[src/rtl/fpe_regs.vh]
`ifndef FPE_REGS_VH
`define FPE_REGS_VH

// control one field positions
`define FPE_C1_PROG 0
`define FPE_C1_ERASE 1
`define FPE_C1_PVER 2
`define FPE_C1_EVER 3
`define FPE_C1_SWE 6
`define FPE_C1_W 8
`define FPE_C1_RESET 8'h00
// control two: error flag position
`define FPE_C2_ERR 7
`define FPE_C2_W 8
`define FPE_C2_RESET 8'h00
// block selects
`define FPE_EB_RESET 8'h00
// programming unit
`define FPE_UNIT_BYTES 128
`define FPE_UNIT_AW 7
`define FPE_ERASED_BYTE 8'hff

`endif

[src/rtl/fpe_page_buf.v]
`default_nettype none
// 128-byte page latch; read data comes out of a register
module fpe_page_buf #(
    parameter DEPTH = 128,
    parameter AW = 7
) (
    input wire sys_clk,
    input wire ce,
    input wire wr_en,
    input wire [AW-1:0] wr_idx,
    input wire [7:0] wr_data,
    input wire [AW-1:0] rd_idx,
    output reg [7:0] rd_data
);
    reg [7:0] mem [0:DEPTH-1];

    // contents need no reset: a fresh unit overwrites every byte
    always @(posedge sys_clk) begin
        if (ce) begin
            if (wr_en) begin
                mem[wr_idx] <= wr_data;
            end
            rd_data <= mem[rd_idx];
        end
    end
endmodule
`default_nettype wire

[src/rtl/fpe_err_det.v]
`default_nettype none
// error detection: any hazard during an active program/erase
module fpe_err_det (
    input wire sys_clk,
    input wire rst,
    input wire ce,
    input wire busy,
    input wire flash_read,
    input wire exception_taken,
    input wire sleep_exec,
    input wire bus_grant_dma,
    output wire err_event
);
    // combinational so the mode drops on the edge right after the cause
    assign err_event = busy & (flash_read | exception_taken | sleep_exec |
                               bus_grant_dma);
endmodule
`default_nettype wire

[src/rtl/fpe_ctrl.v]
// Functional notes
// Software programs whole 128-byte units, padding unused bytes with ff.
// Software programs only erased addresses, never reprograms before erase.
// Device latches program address and 128 consecutive data bytes.
// Unit start address low byte must be 00 or 80.
// Programming is applied exactly while program-enable stays set.
// Verify: dummy write ff to even address, then word reads return data.
// Software limits program/verify repetitions to characterised count.
// Erase of selected block lasts exactly while erase-enable stays set.
// Software selects one block bit; erases blocks one after another.
// Software repeats erase/verify loop at most characterised count.
// Reset or standby aborts operations and initialises all four registers.
// With write-enable clear, enable bits cause no program or erase mode.
// Unselected blocks are erase-protected; all-zero selects protect all.
// Flash read during program/erase sets error flag, enters protection.
// Non-reset exception during program/erase sets error flag.
// Sleep instruction during program/erase sets error flag.
// Bus hand-over to DMA during program/erase sets error flag.
// Error stops mode at once, keeps settings, blocks restart.
// Verify bits stay settable in error protection.
// All interrupts including non-maskable blocked while enable bits set.
// Flash reads during program/erase may return undetermined data.
// RAM overlay select set protects every block from program/erase.
// Error flag readable, held until reset or standby.
`include "fpe_regs.vh"
`default_nettype none
module fpe_ctrl #(
    parameter ADDR_W = 24,
    parameter NBLK = 16
) (
    input wire sys_clk,
    input wire rst,
    input wire ce,
    input wire standby,
    // control one write port
    input wire ctl1_wr,
    input wire [7:0] ctl1_wdata,
    // block select writes
    input wire eb1_wr,
    input wire [7:0] eb1_wdata,
    input wire eb2_wr,
    input wire [7:0] eb2_wdata,
    input wire ram_overlay_select_bit,
    // flash area bus accesses
    input wire flash_wr,
    input wire [ADDR_W-1:0] flash_addr,
    input wire [7:0] flash_wdata,
    input wire flash_read,
    input wire exception_taken,
    input wire sleep_exec,
    input wire bus_grant_dma,
    // array side
    input wire [15:0] array_rdata,
    output reg [7:0] flash_control_one,
    output reg [7:0] flash_control_two,
    output reg [7:0] erase_block_select_one,
    output reg [7:0] erase_block_select_two,
    output wire flash_error_flag,
    output reg program_mode,
    output reg erase_mode,
    output reg [NBLK-1:0] erase_blocks,
    output reg program_verify_mode,
    output reg erase_verify_mode,
    output reg [ADDR_W-1:0] latched_addr,
    output reg [ADDR_W-1:0] verify_addr,
    output reg [15:0] verify_rdata,
    output reg read_data_valid,
    output wire [7:0] page_byte,
    input wire [6:0] page_idx,
    output wire irq_block
);
    localparam ST_IDLE = 2'd0;
    localparam ST_LOAD = 2'd1;
    localparam ST_FULL = 2'd2;

    reg [1:0] state_r;
    reg [1:0] state_nxt;
    reg [7:0] byte_cnt_r;
    wire clr_all;
    wire err_event;
    wire swe;
    wire pe_bit;
    wire ee_bit;
    wire busy;
    wire allowed;
    wire [15:0] sel;

    // standby acts as a reset of the flash controls
    assign clr_all = rst | standby;
    assign swe = flash_control_one[`FPE_C1_SWE];
    assign pe_bit = flash_control_one[`FPE_C1_PROG];
    assign ee_bit = flash_control_one[`FPE_C1_ERASE];
    assign flash_error_flag = flash_control_two[`FPE_C2_ERR];
    assign busy = program_mode | erase_mode;
    assign sel = {erase_block_select_two, erase_block_select_one};
    // mode entry needs write-enable, no overlay and no standing error
    assign allowed = swe & ~ram_overlay_select_bit &
                     ~flash_error_flag;
    // interrupts held off on the bits, not the modes
    assign irq_block = pe_bit | ee_bit;

    fpe_err_det u_err (
        .sys_clk(sys_clk),
        .rst(rst),
        .ce(ce),
        .busy(busy),
        .flash_read(flash_read),
        .exception_taken(exception_taken),
        .sleep_exec(sleep_exec),
        .bus_grant_dma(bus_grant_dma),
        .err_event(err_event)
    );

    wire buf_wr;
    assign buf_wr = flash_wr & ~busy & (state_r != ST_FULL);

    fpe_page_buf #(
        .DEPTH(`FPE_UNIT_BYTES),
        .AW(`FPE_UNIT_AW)
    ) u_buf (
        .sys_clk(sys_clk),
        .ce(ce),
        .wr_en(buf_wr),
        .wr_idx(flash_addr[`FPE_UNIT_AW-1:0]),
        .wr_data(flash_wdata),
        .rd_idx(page_idx),
        .rd_data(page_byte)
    );

    // control registers; reset/standby wins over an error flag set and is the only way to clear it
    always @(posedge sys_clk) begin
        if (clr_all) begin
            flash_control_one <= `FPE_C1_RESET;
            flash_control_two <= `FPE_C2_RESET;
            erase_block_select_one <= `FPE_EB_RESET;
            erase_block_select_two <= `FPE_EB_RESET;
        end else if (ce) begin
            // verify bits stay writable in error protection
            if (ctl1_wr) begin
                flash_control_one <= ctl1_wdata;
            end
            if (eb1_wr) begin
                erase_block_select_one <= eb1_wdata;
            end
            if (eb2_wr) begin
                erase_block_select_two <= eb2_wdata;
            end
            if (err_event) begin
                flash_control_two[`FPE_C2_ERR] <= 1'b1;
            end
        end
    end

    // modes follow their control bits cycle for cycle; error drops program/erase mode now, verify modes stay
    always @(posedge sys_clk) begin
        if (clr_all) begin
            program_mode <= 1'b0;
            erase_mode <= 1'b0;
            erase_blocks <= {NBLK{1'b0}};
            program_verify_mode <= 1'b0;
            erase_verify_mode <= 1'b0;
        end else if (ce) begin
            if (err_event) begin
                program_mode <= 1'b0;
                erase_mode <= 1'b0;
                erase_blocks <= {NBLK{1'b0}};
            end else begin
                program_mode <= pe_bit & allowed &
                                (state_r == ST_FULL);
                erase_mode <= ee_bit & allowed & (|sel);
                erase_blocks <= (ee_bit & allowed) ?
                                sel[NBLK-1:0] : {NBLK{1'b0}};
            end
            program_verify_mode <= flash_control_one[`FPE_C1_PVER] & swe;
            erase_verify_mode <= flash_control_one[`FPE_C1_EVER] & swe;
        end
    end

    // page load sequencer: first write latches the address
    always @* begin
        state_nxt = state_r;
        case (state_r)
            ST_IDLE: begin
                if (buf_wr && !flash_control_one[`FPE_C1_PVER] &&
                    !flash_control_one[`FPE_C1_EVER]) begin
                    state_nxt = ST_LOAD;
                end
            end
            ST_LOAD: begin
                if (buf_wr && byte_cnt_r == `FPE_UNIT_BYTES - 1) begin
                    state_nxt = ST_FULL;
                end
            end
            ST_FULL: begin
                // unit consumed when program-enable drops after a pulse
                if (program_mode && !pe_bit) begin
                    state_nxt = ST_IDLE;
                end
            end
            default: state_nxt = ST_IDLE;
        endcase
    end

    always @(posedge sys_clk) begin
        if (clr_all) begin
            state_r <= ST_IDLE;
            byte_cnt_r <= 8'h00;
            latched_addr <= {ADDR_W{1'b0}};
        end else if (ce) begin
            state_r <= state_nxt;
            if (state_r == ST_IDLE && state_nxt == ST_LOAD) begin
                latched_addr <= flash_addr;
                byte_cnt_r <= 8'h01;
            end else if (state_r == ST_LOAD && buf_wr) begin
                byte_cnt_r <= byte_cnt_r + 8'h01;
            end
        end
    end

    // verify: dummy ff write to an even address, word read after
    always @(posedge sys_clk) begin
        if (clr_all) begin
            verify_addr <= {ADDR_W{1'b0}};
            verify_rdata <= 16'h0000;
            read_data_valid <= 1'b0;
        end else if (ce) begin
            if (flash_wr && !flash_addr[0] &&
                flash_wdata == `FPE_ERASED_BYTE &&
                (flash_control_one[`FPE_C1_PVER] ||
                 flash_control_one[`FPE_C1_EVER])) begin
                verify_addr <= flash_addr;
            end
            verify_rdata <= array_rdata;
            // reads under an active enable bit are flagged unreliable
            read_data_valid <= flash_read & ~irq_block;
        end
    end
endmodule
`default_nettype wire

[config.mk]
export PLATFORM = sky130hd
export DESIGN_NAME = fpe_ctrl
export DESIGN_NICKNAME = d
export VERILOG_FILES = /design/src/rtl/fpe_page_buf.v /design/src/rtl/fpe_err_det.v /design/src/rtl/fpe_ctrl.v
export VERILOG_INCLUDE_DIRS = /design/src /design/src/rtl
export SDC_FILE = /design/constraint.sdc
export NUM_CORES = 1
export LEC_CHECK = 0
export ABC_AREA = 1
export CAP_MARGIN = 10
export CORE_AREA = 3 3 437 439
export DETAILED_ROUTE_END_ITERATION = 12
export DIE_AREA = 0 0 440 442
export DONT_BUFFER_PORTS = 1
export PLACE_DENSITY_LB_ADDON = 0.2
export SETUP_SLACK_MARGIN = 0.4
export SYNTH_ARGS = -nofsm -noshare
export SYNTH_HDL_FRONTEND = slang
export SYNTH_SLANG_ARGS = --single-unit
[constraint.sdc]
create_clock -name sys_clk -period 3.5 [get_ports sys_clk]
set_input_delay 0 -clock sys_clk [delete_from_list [all_inputs] [get_ports sys_clk]]
set_output_delay 0 -clock sys_clk [all_outputs]
set_load 0.02 [all_outputs]
# Yosys cells after proc, flatten, opt, wreduce, memory -nomap -nowiden
# Memories as Yosys holds them, arrays and structs flattened. A register that Yosys moved wholly into a read port is not among the register bits.
# Index checks and enable logic that the tools add are counted.
# totals
word_cells	82
input_bits	92
mem_bits_rw	1024
mem_count	1
regBits	120
# classes
n_eq_ne	6
add_sub_neg	1
n_mux	13
n_bitwise	22
reduce_logical	24
# memory_table
memory	depth	width	read_ports	rd_clocked_by_memory_dff	write_ports	line	text
u_buf.mem	128	8	1	1	1	fpe_page_buf.v:15	reg [7:0] mem [0:DEPTH-1];
# ops
cell	n
$mux W16	2
$mux W8	2
$reduce_or A16 Y1	1
$reduce_and A2 Y1	7
$and A1 B1 Y1	12
$logic_and A1 B1 Y1	9
$add A8 B1 Y8 const B	1
$eq A8 B7 Y1 const B	1
$eq A8 B8 Y1 const B	1
$mux W2	3
$or A1 B1 Y1	6
$pmux W2 S3	1
$mux W1	5
$eq A2 B1 Y1 const B	2
$logic_not A1 Y1	4
$not A1 Y1	4
$eq A2 B2 Y1 const B	1
$logic_not A2 Y1	1
$ne A2 B2 Y1 const B	1
$reduce_bool A2 Y1	1
$logic_or A1 B1 Y1	1

# Logic depth before layout (Yosys ltp)
# Gate-level depths: netlist of run 1.
# depth
depth_word	12
mapped_depth	14
mapped_depth_nobuf	11

# Cells and area by module
# A second synthesis of run 1 with hierarchy kept.
# hier_totals
cells_unflattened	4195
hier_area_um2	47013.8
# modules_own_cells
mod	seq_area_each_um2	n_inst	area_each_um2	cells_each
fpe_page_buf	30989.7	1	42393.2	3577
fpe_ctrl	2402.3	1	4604.4	614
fpe_err_det	0.0	1	16.3	4

# Worst setup path after synthesis of run 1
# No wires, ideal clock.
# synth_path
path_type	register to register
start	register erase_mode
end	memory u_buf.mem[104][0], enable pin
n_path_buf	1
path_stages_with_launch	9
slack_ns	1.426
t_required_ns	3.130
t_arrival_ns	1.704
synth_period_minus_slack_ns	2.074
path_cell_list	dfxtp_1 -> nor2_2 -> nand2_1 -> nor2_2 -> nand2_2 -> nor2_4 -> nand3_2 -> buf_2 -> nor2_1
# synth_between
elab_chain_len	7
# synth_rtl
element	line	text
start: declaration	fpe_ctrl.v:60	output reg erase_mode,
start signal: assignment	fpe_ctrl.v:170	erase_mode <= ee_bit & allowed & (|sel);
$or A1 B1 Y1	fpe_ctrl.v:94	assign busy = program_mode | erase_mode;
$not A1 Y1	fpe_ctrl.v:115	assign buf_wr = flash_wr & ~busy & (state_r != ST_FULL);
$and A1 B1 Y1 (2 in a row)	fpe_ctrl.v:115	
$mux W1	fpe_page_buf.v:20	if (wr_en) begin
$mux W1	fpe_page_buf.v:19	if (ce) begin
$mux W1 (implied by the code)	fpe_page_buf.v:21	mem[wr_idx] <= wr_data;
end: declaration	fpe_page_buf.v:15	
# Every way passes these cells.

==> run_results.csv, run 1 <==
group,metric,value,unit
cells_and_area,multi_input_area,0.0115,mm^2
power,p_per_area,546,mW/mm^2
synthesis,syn_area_per_cell,11.3,um^2
drt,drc,0,
critical_path,slowest_stage,"clkinv_16",
drt,ant_nets,0,
critical_path,path_cells,"clkinv_16, buf_12, nand2_1, nand3_1, nand3_1, dlygate4sd3_1, nand3_1, nand2_1, dlygate4sd3_1, nand2_1, nand3_1, nand2_1, nand2_1, nand2_1, dlygate4sd3_1",
sta,rsz0062_at_grt,"true",
clocking,clockBufferDepth,3,
synthesis,ys_warn_count,0,
power,power,30.4,mW
drt,drt-wirelength-per-cell,21.9,um
power,cellLeakagePower,19.3,nW
placed_design,io_buffer_count,0,
sta,fmax,290,MHz
grt,grt-ovfl-total,0,
floorplan,num_rows,159,
sta,skew,22.4,ps
critical_path,cp-start-kind,"primary input",
sta,setup_viol,0,
sta,fin_ws,54.4,ps
sta,hold_slack,24.0,ps
drt,initialDrtViolationCount,2411,
grt,grt_first_pass_wirelength,220000,um
drt,met2WireLength,72300,um
placed_design,dp_slack,469,ps
clocking,post-cts-setup-buffer-count,0,
sta,min_period,3450,ps
power,peakVddDrop,382,uV
drt,via_count,31374,
outcome,status,"completed",
power,p_sw_frac,0.230,
synthesis,synthDistinctLibCells,33,
clocking,htreeDepth,4,
drt,met3RoutedLength,8160,um
floorplan,dieArea,0.194,mm^2
critical_path,critPathKind,"in2reg",
synthesis,synth_cells,4134,
power,p_int,23.4,mW
clocking,cts_root_buf,"clkbuf_16",
critical_path,end_kind,"register",
synthesis,netlist_area,0.0467,mm^2
drt,wl_met1,66800,um
cells_and_area,syn_to_final_growth,19.1,%
floorplan,fp.dieH,442,um
clocking,clock-sinks,1152,
cells_and_area,drive_gt1_frac,0.0738,
power,pwr-share-comb,0.058,
synthesis,ys_seq_area_frac,0.715,
critical_path,crit_top_cell,"nand2_1",
grt,antenna_found_initial,10,
floorplan,core_area,0.188,mm^2
clocking,clk_pin_slew_worst_paths,60,ps
sta,hold_viol,0,
drt,drt_first_pass_iters,5,
placed_design,dp_hpwl,77900,um
sta,post-route-period-util,0.984,
critical_path,cpLargestDelayFamily,"buffers and inverters",
sta,final.setup.tns,0,ps
drt,wl,152000,um
drt,routed.top_layer,"met4",
power,clkPwrFrac,0.445,
critical_path,required,4010,ps
hold_path,hold_class,"in2reg",
critical_path,cp_max_fo,513,
sta,maxSlewViolCount,0,
floorplan,fp.dieW,440,um
power,p_sw,7.00,mW
critical_path,arrival,3960,ps
synthesis,ys_seq_elements,1152,
sta,max_slew_margin,0.213,
floorplan,initial_core_util,0.249,
cells_and_area,layout.area.seq,0.0334,mm^2
critical_path,path_buf_inv,5,
grt,grt_pass1_vias,31469,
clocking,clock_latency,760,ps
sta,worst_pin_slew,1180,ps
flow_run,maxCapViolCount,0,
placed_design,dpl.cell_count,6471,
critical_path,cp_slowest_stage_delay,610,ps
placed_design,globalplace.congestion,0.788,
cells_and_area,nFillCells,19233,
clocking,numCtsBuffers,130,
clocking,cts_tree,"built",
grt,grt_max_degree,514,
floorplan,io_pins,219,
grt,grtUsageTotal,0.153,
cells_and_area,num-nets-final,4408,
cells_and_area,final_cell_count_no_fill,6923,
power,power_frac_seq,0.497,
drt,viasPerCell,4.53,
[per-layer routing]
metal  up-vias  global-route usage
li1      14816                   -
met1     15529               0.205
met2       818               0.253
met3       211              0.0284
met4         0              0.0442
met5         -                   0
[cell families after synthesis]
group | share of synthesized area
simple gates | 0.228
flops | 0.715
buf+inv | 0.0391
compound gates | 0.0178
xor+xnor | 0.000187
fa+ha+maj | 0.000268
other cells | 0.0000802
[worst min-delay path: cells and delay by family]
family        cells  cell delay [ps]
simple gates      7              650
[through the flow]
stage / util / instance area (um^2)
after CTS: 0.297 / 55600
after detailed placement: 0.262 / 49200
after global placement: 0.262 / 49200
after global routing: 0.297 / 55600
final: 0.297 / 55700
after floorplan: - / 46800
[power groups by stage]
stage          Sequential (mW)  Clock (mW)  Combinational [mW]
4_1_cts                   15.1        13.9                1.77
3_3_place_gp              15.4           0                1.22
2_1_floorplan             15.4           0                1.01
6_report                  15.1        13.5                1.76
3_5_place_dp              15.4           0                1.22
5_1_grt                   15.1        14.4                1.93
[area by class of cell]
type | instances | share of cell area
antenna | 8 | 0.000360
clock buffer | 157 | 0.0616
clock inverter | 80 | 0.0134
inverter | 45 | 0.00369
multi-input combinational | 2673 | 0.207
sequential | 1152 | 0.600
tap | 2495 | 0.0561
timing repair buffer | 313 | 0.0576
[worst paths after layout]
path,startpoint,endpoint,slack [ps],cells past startpoint
setup / recovery,page_idx[0],u_buf.rd_data[1]$_DFFE_PP_,50,15
hold / removal,page_idx[3],u_buf.rd_data[6]$_DFFE_PP_,20,7
setup reg to reg,u_buf.mem[23][1]$_DFFE_PP_,u_buf.rd_data[1]$_DFFE_PP_,470,13
hold reg to reg,byte_cnt_r[1]$_SDFFE_PP0P_,byte_cnt_r[1]$_SDFFE_PP0P_,480,2
[repair_timing]
action	CTS	global route
hold buffers	207	0
resized for setup	0	1
endpoints found under the hold margin	1257	0
setup endpoints to repair	0	97
[Yosys cell counts]
| cell type | n | area, um^2 |
|---|---|---|
| nand2_1 | 1299 | 4880 |
| edfxtp_1 | 1032 | 31000 |
| nand3_1 | 938 | 4690 |
| nor2_1 | 242 | 908 |
| buf_2 | 148 | 741 |
| dfxtp_1 | 120 | 2400 |
| o21ai_0 | 79 | 395 |
| a21oi_1 | 74 | 370 |
| buf_6 | 50 | 563 |
| inv_1 | 41 | 154 |
| clkbuf_1 | 40 | 150 |
| buf_4 | 18 | 135 |
| buf_1 | 13 | 48.8 |
| nand3_2 | 6 | 60.1 |
| nand2_2 | 4 | 25.0 |
| nor2_2 | 4 | 25.0 |
| nand4_1 | 3 | 18.8 |
| nor4_1 | 3 | 18.8 |
| a211oi_1 | 2 | 15.0 |
| a31oi_1 | 2 | 12.5 |
| inv_2 | 2 | 7.51 |
| nor2_4 | 2 | 22.5 |
| o21a_1 | 2 | 15.0 |
| a2111oi_0 | 1 | 8.76 |
| a21o_1 | 1 | 7.51 |
| buf_8 | 1 | 15.0 |
| clkinv_1 | 1 | 3.75 |
| conb_1 | 1 | 3.75 |
| ha_1 | 1 | 12.5 |
| inv_6 | 1 | 8.76 |
| nand3b_1 | 1 | 7.51 |
| o31ai_1 | 1 | 7.51 |
| xor2_1 | 1 | 8.76 |
[cells in the final DEF (no fill, tap or decap), types with 74 or more instances in the layout]
cell type,netlist,routed
nand3_1,938,938
a21oi_1,74,74
clkbuf_16,0,132
nor2_1,242,241
buf_4,18,93
dfxtp_1,120,120
nand2_1,1299,1299
edfxtp_1,1032,1032
o21ai_0,79,79
dlygate4sd3_1,0,196
[registers in the layout, summed over array words and instances (netlist names)]
signal,cells
byte_cnt_r,8
erase_block_select_one,8
erase_block_select_two,8
erase_blocks,16
erase_mode,1
erase_verify_mode,1
flash_control_one,8
flash_control_two,1
latched_addr,24
program_mode,1
program_verify_mode,1
read_data_valid,1
state_r,2
u_buf.mem,1024
u_buf.rd_data,8
verify_addr,24
verify_rdata,16
Power figures use the tool's default switching activity.
==> inputs of run 2 (changes only) <==
==> constraint.sdc (replaced) <==
create_clock -name sys_clk -period 3.5 [get_ports sys_clk]
set_input_delay 0.875 -clock sys_clk [delete_from_list [all_inputs] [get_ports sys_clk]]
set_output_delay 0.875 -clock sys_clk [all_outputs]
set_load 0.02 [all_outputs]
==> run_results.csv, run 2 (synthesis results as in run 1) <==
group,metric,value,unit
hold_path,hold_class,"in2reg",
grt,antenna_found_initial,4,
critical_path,timing.rr.end,"u_buf.mem[116][1]$_DFFE_PP_",
sta,min_period,2860,ps
drt,viasPerCell,4.57,
clocking,numCtsBuffers,134,
grt,grt-ovfl-total,0,
floorplan,initial_core_util,0.249,
drt,drt_first_pass_iters,8,
cells_and_area,num-nets-final,4272,
critical_path,ff2ff_path_depth,7,
cells_and_area,fin_util,0.288,
critical_path,end_kind,"register",
clocking,htreeDepth,4,
sta,worst_pin_slew,1900,ps
clocking,cts_hold_buf,0,
clocking,clk_pin_slew_worst_paths,60,ps
cells_and_area,final_cell_mix,"nand2_1, edfxtp_1, nand3_1",
drt,drc,0,
sta,max_slew_margin,-0.264,
grt,grt_first_pass_wirelength,217000,um
outcome,violations,"max-slew violations",
drt,initialDrtViolationCount,2354,
placed_design,dp_hpwl,82100,um
drt,wl,148000,um
clocking,clock-sinks,1152,
hold_path,hp-start,"ce",
drt,met3RoutedLength,8660,um
power,cellLeakagePower,18.7,nW
critical_path,cp_max_fo,513,
sta,maxSlewViolCount,204,
clocking,cts_root_buf,"clkbuf_16",
placed_design,io_buffer_count,0,
drt,wl_met1,66300,um
clocking,clock_latency,780,ps
floorplan,num_rows,159,
outcome,status,"complete, but fails checks",
cells_and_area,reg_top3,"u_buf.mem x1024, latched_addr x24, verify_addr x24",
floorplan,core_area,0.188,mm^2
floorplan,fp.dieW,440,um
critical_path,r2r_setup_slack,710,ps
power,p_per_area,556,mW/mm^2
critical_path,path_cells,"nand2_1, nand3_1, nand3_1, nand3_1, nand2_1, nand2_1, nand3_1, nand2_1, nand2_1, nand2_1",
sta,final.setup.tns,0,ps
clocking,clockBufferDepth,3,
critical_path,cp-start-kind,"primary input",
cells_and_area,drive_gt1_frac,0.0872,
cells_and_area,largest_reg_flops,1024,
sta,hold_viol,0,
critical_path,slowest_stage,"nand2_1",
clocking,post_cts_resized,0,
cells_and_area,syn_to_final_growth,15.7,%
drt,routed.top_layer,"met4",
sta,post-route-period-util,0.818,
sta,skew,28.3,ps
critical_path,crit_top_cell,"nand2_1",
critical_path,cp_slowest_stage_delay,460,ps
drt,drt-wirelength-per-cell,21.8,um
critical_path,r2r_start,"erase_mode$_SDFFE_PP0P_",
cells_and_area,top_register,"u_buf.mem",
sta,setup_viol,0,
floorplan,dieArea,0.194,mm^2
drt,ant_nets,0,
clocking,post-cts-setup-buffer-count,0,
flow_run,maxCapViolCount,0,
critical_path,cp-endpoint,"u_buf.rd_data[0]$_DFFE_PP_",
sta,rsz0062_at_grt,"false",
critical_path,critPathLaunch,"page_idx[0]",
grt,grt_pass1_vias,30745,
grt,grtUsageTotal,0.149,
critical_path,critPathKind,"in2reg",
drt,met2WireLength,69500,um
floorplan,io_pins,219,
critical_path,arrival,3400,ps
clocking,cts_tree,"built",
drt,via_count,30968,
critical_path,required,4030,ps
placed_design,globalplace.congestion,0.805,
floorplan,fp.dieH,442,um
sta,fmax,349,MHz
cells_and_area,layout_commonest_cell,"nand2_1",
power,peakVddDrop,513,uV
grt,grt_max_degree,514,
==> run 2: cell count changes in the layout (fill, tap and decap cells not counted), sizes merged <==
cell | previous run | this run
clkinv | 60 | 41
dlygate4sd3 | 196 | 0
clkinvlp | 2 | 1
inv | 52 | 50
buf | 117 | 173
clkbuf | 157 | 182
bufinv | 11 | 7
diode | 8 | 2
==> run 2: power breakdown <==
group	switching, mW	internal [mW]	total, mW
clock network	5.75	7.95	13.7
logic	0.852	0.391	1.24
registers	0.102	15.0	15.1
==> run 2: routing by layer <==
metal / vias to the layer above / track usage
met2: 863 / 0.242
met4: 0 / 0.0382
met1: 15374 / 0.202
met5: - / 0
met3: 194 / 0.0318
li1: 14537 / -
==> run 2: final cells by class <==
type | count | area, um^2
multi-input combinational | 2673 | 11500
clock inverter | 54 | 593
timing repair buffer | 173 | 1510
sequential | 1152 | 33400
clock buffer | 182 | 3690
fill | 19351 | 134000
inverter | 45 | 195
tap | 2495 | 3120
antenna | 2 | 5.00
==> run 2: worst min path at each step <==
stage / endpoint / slack (ps) / depth (start not counted)
floorplan: byte_cnt_r[5]$_SDFFE_PP0P_ / 440 / 1
global placement: byte_cnt_r[7]$_SDFFE_PP0P_ / 460 / 2
detailed placement: byte_cnt_r[5]$_SDFFE_PP0P_ / 470 / 1
CTS: u_buf.mem[80][5]$_DFFE_PP_ / 140 / 0
global route: u_buf.rd_data[0]$_DFFE_PP_ / 160 / 0
finish: u_buf.rd_data[0]$_DFFE_PP_ / 210 / 0
==> run 2: worst max-delay path: cells and delay by family <==
kind             cells  cell delay (ps)
and+or+nand+nor     10             1590
==> run 2: metrics by stage <==
stage / worst slack (ps) / hold WS, ps / cells / total power, mW / instance area, um^2
global placement: 229 / 465 / 6538 / 16.7 / 49800
detailed placement: 251 / 475 / 6538 / 16.7 / 49800
floorplan: 1080 / 444 / 4140 / 16.4 / 46800
global route: 546 / 163 / 6775 / 31.1 / 54100
finish: 637 / 211 / 6776 / 30.1 / 54100
CTS: 653 / 141 / 6774 / 30.5 / 54000
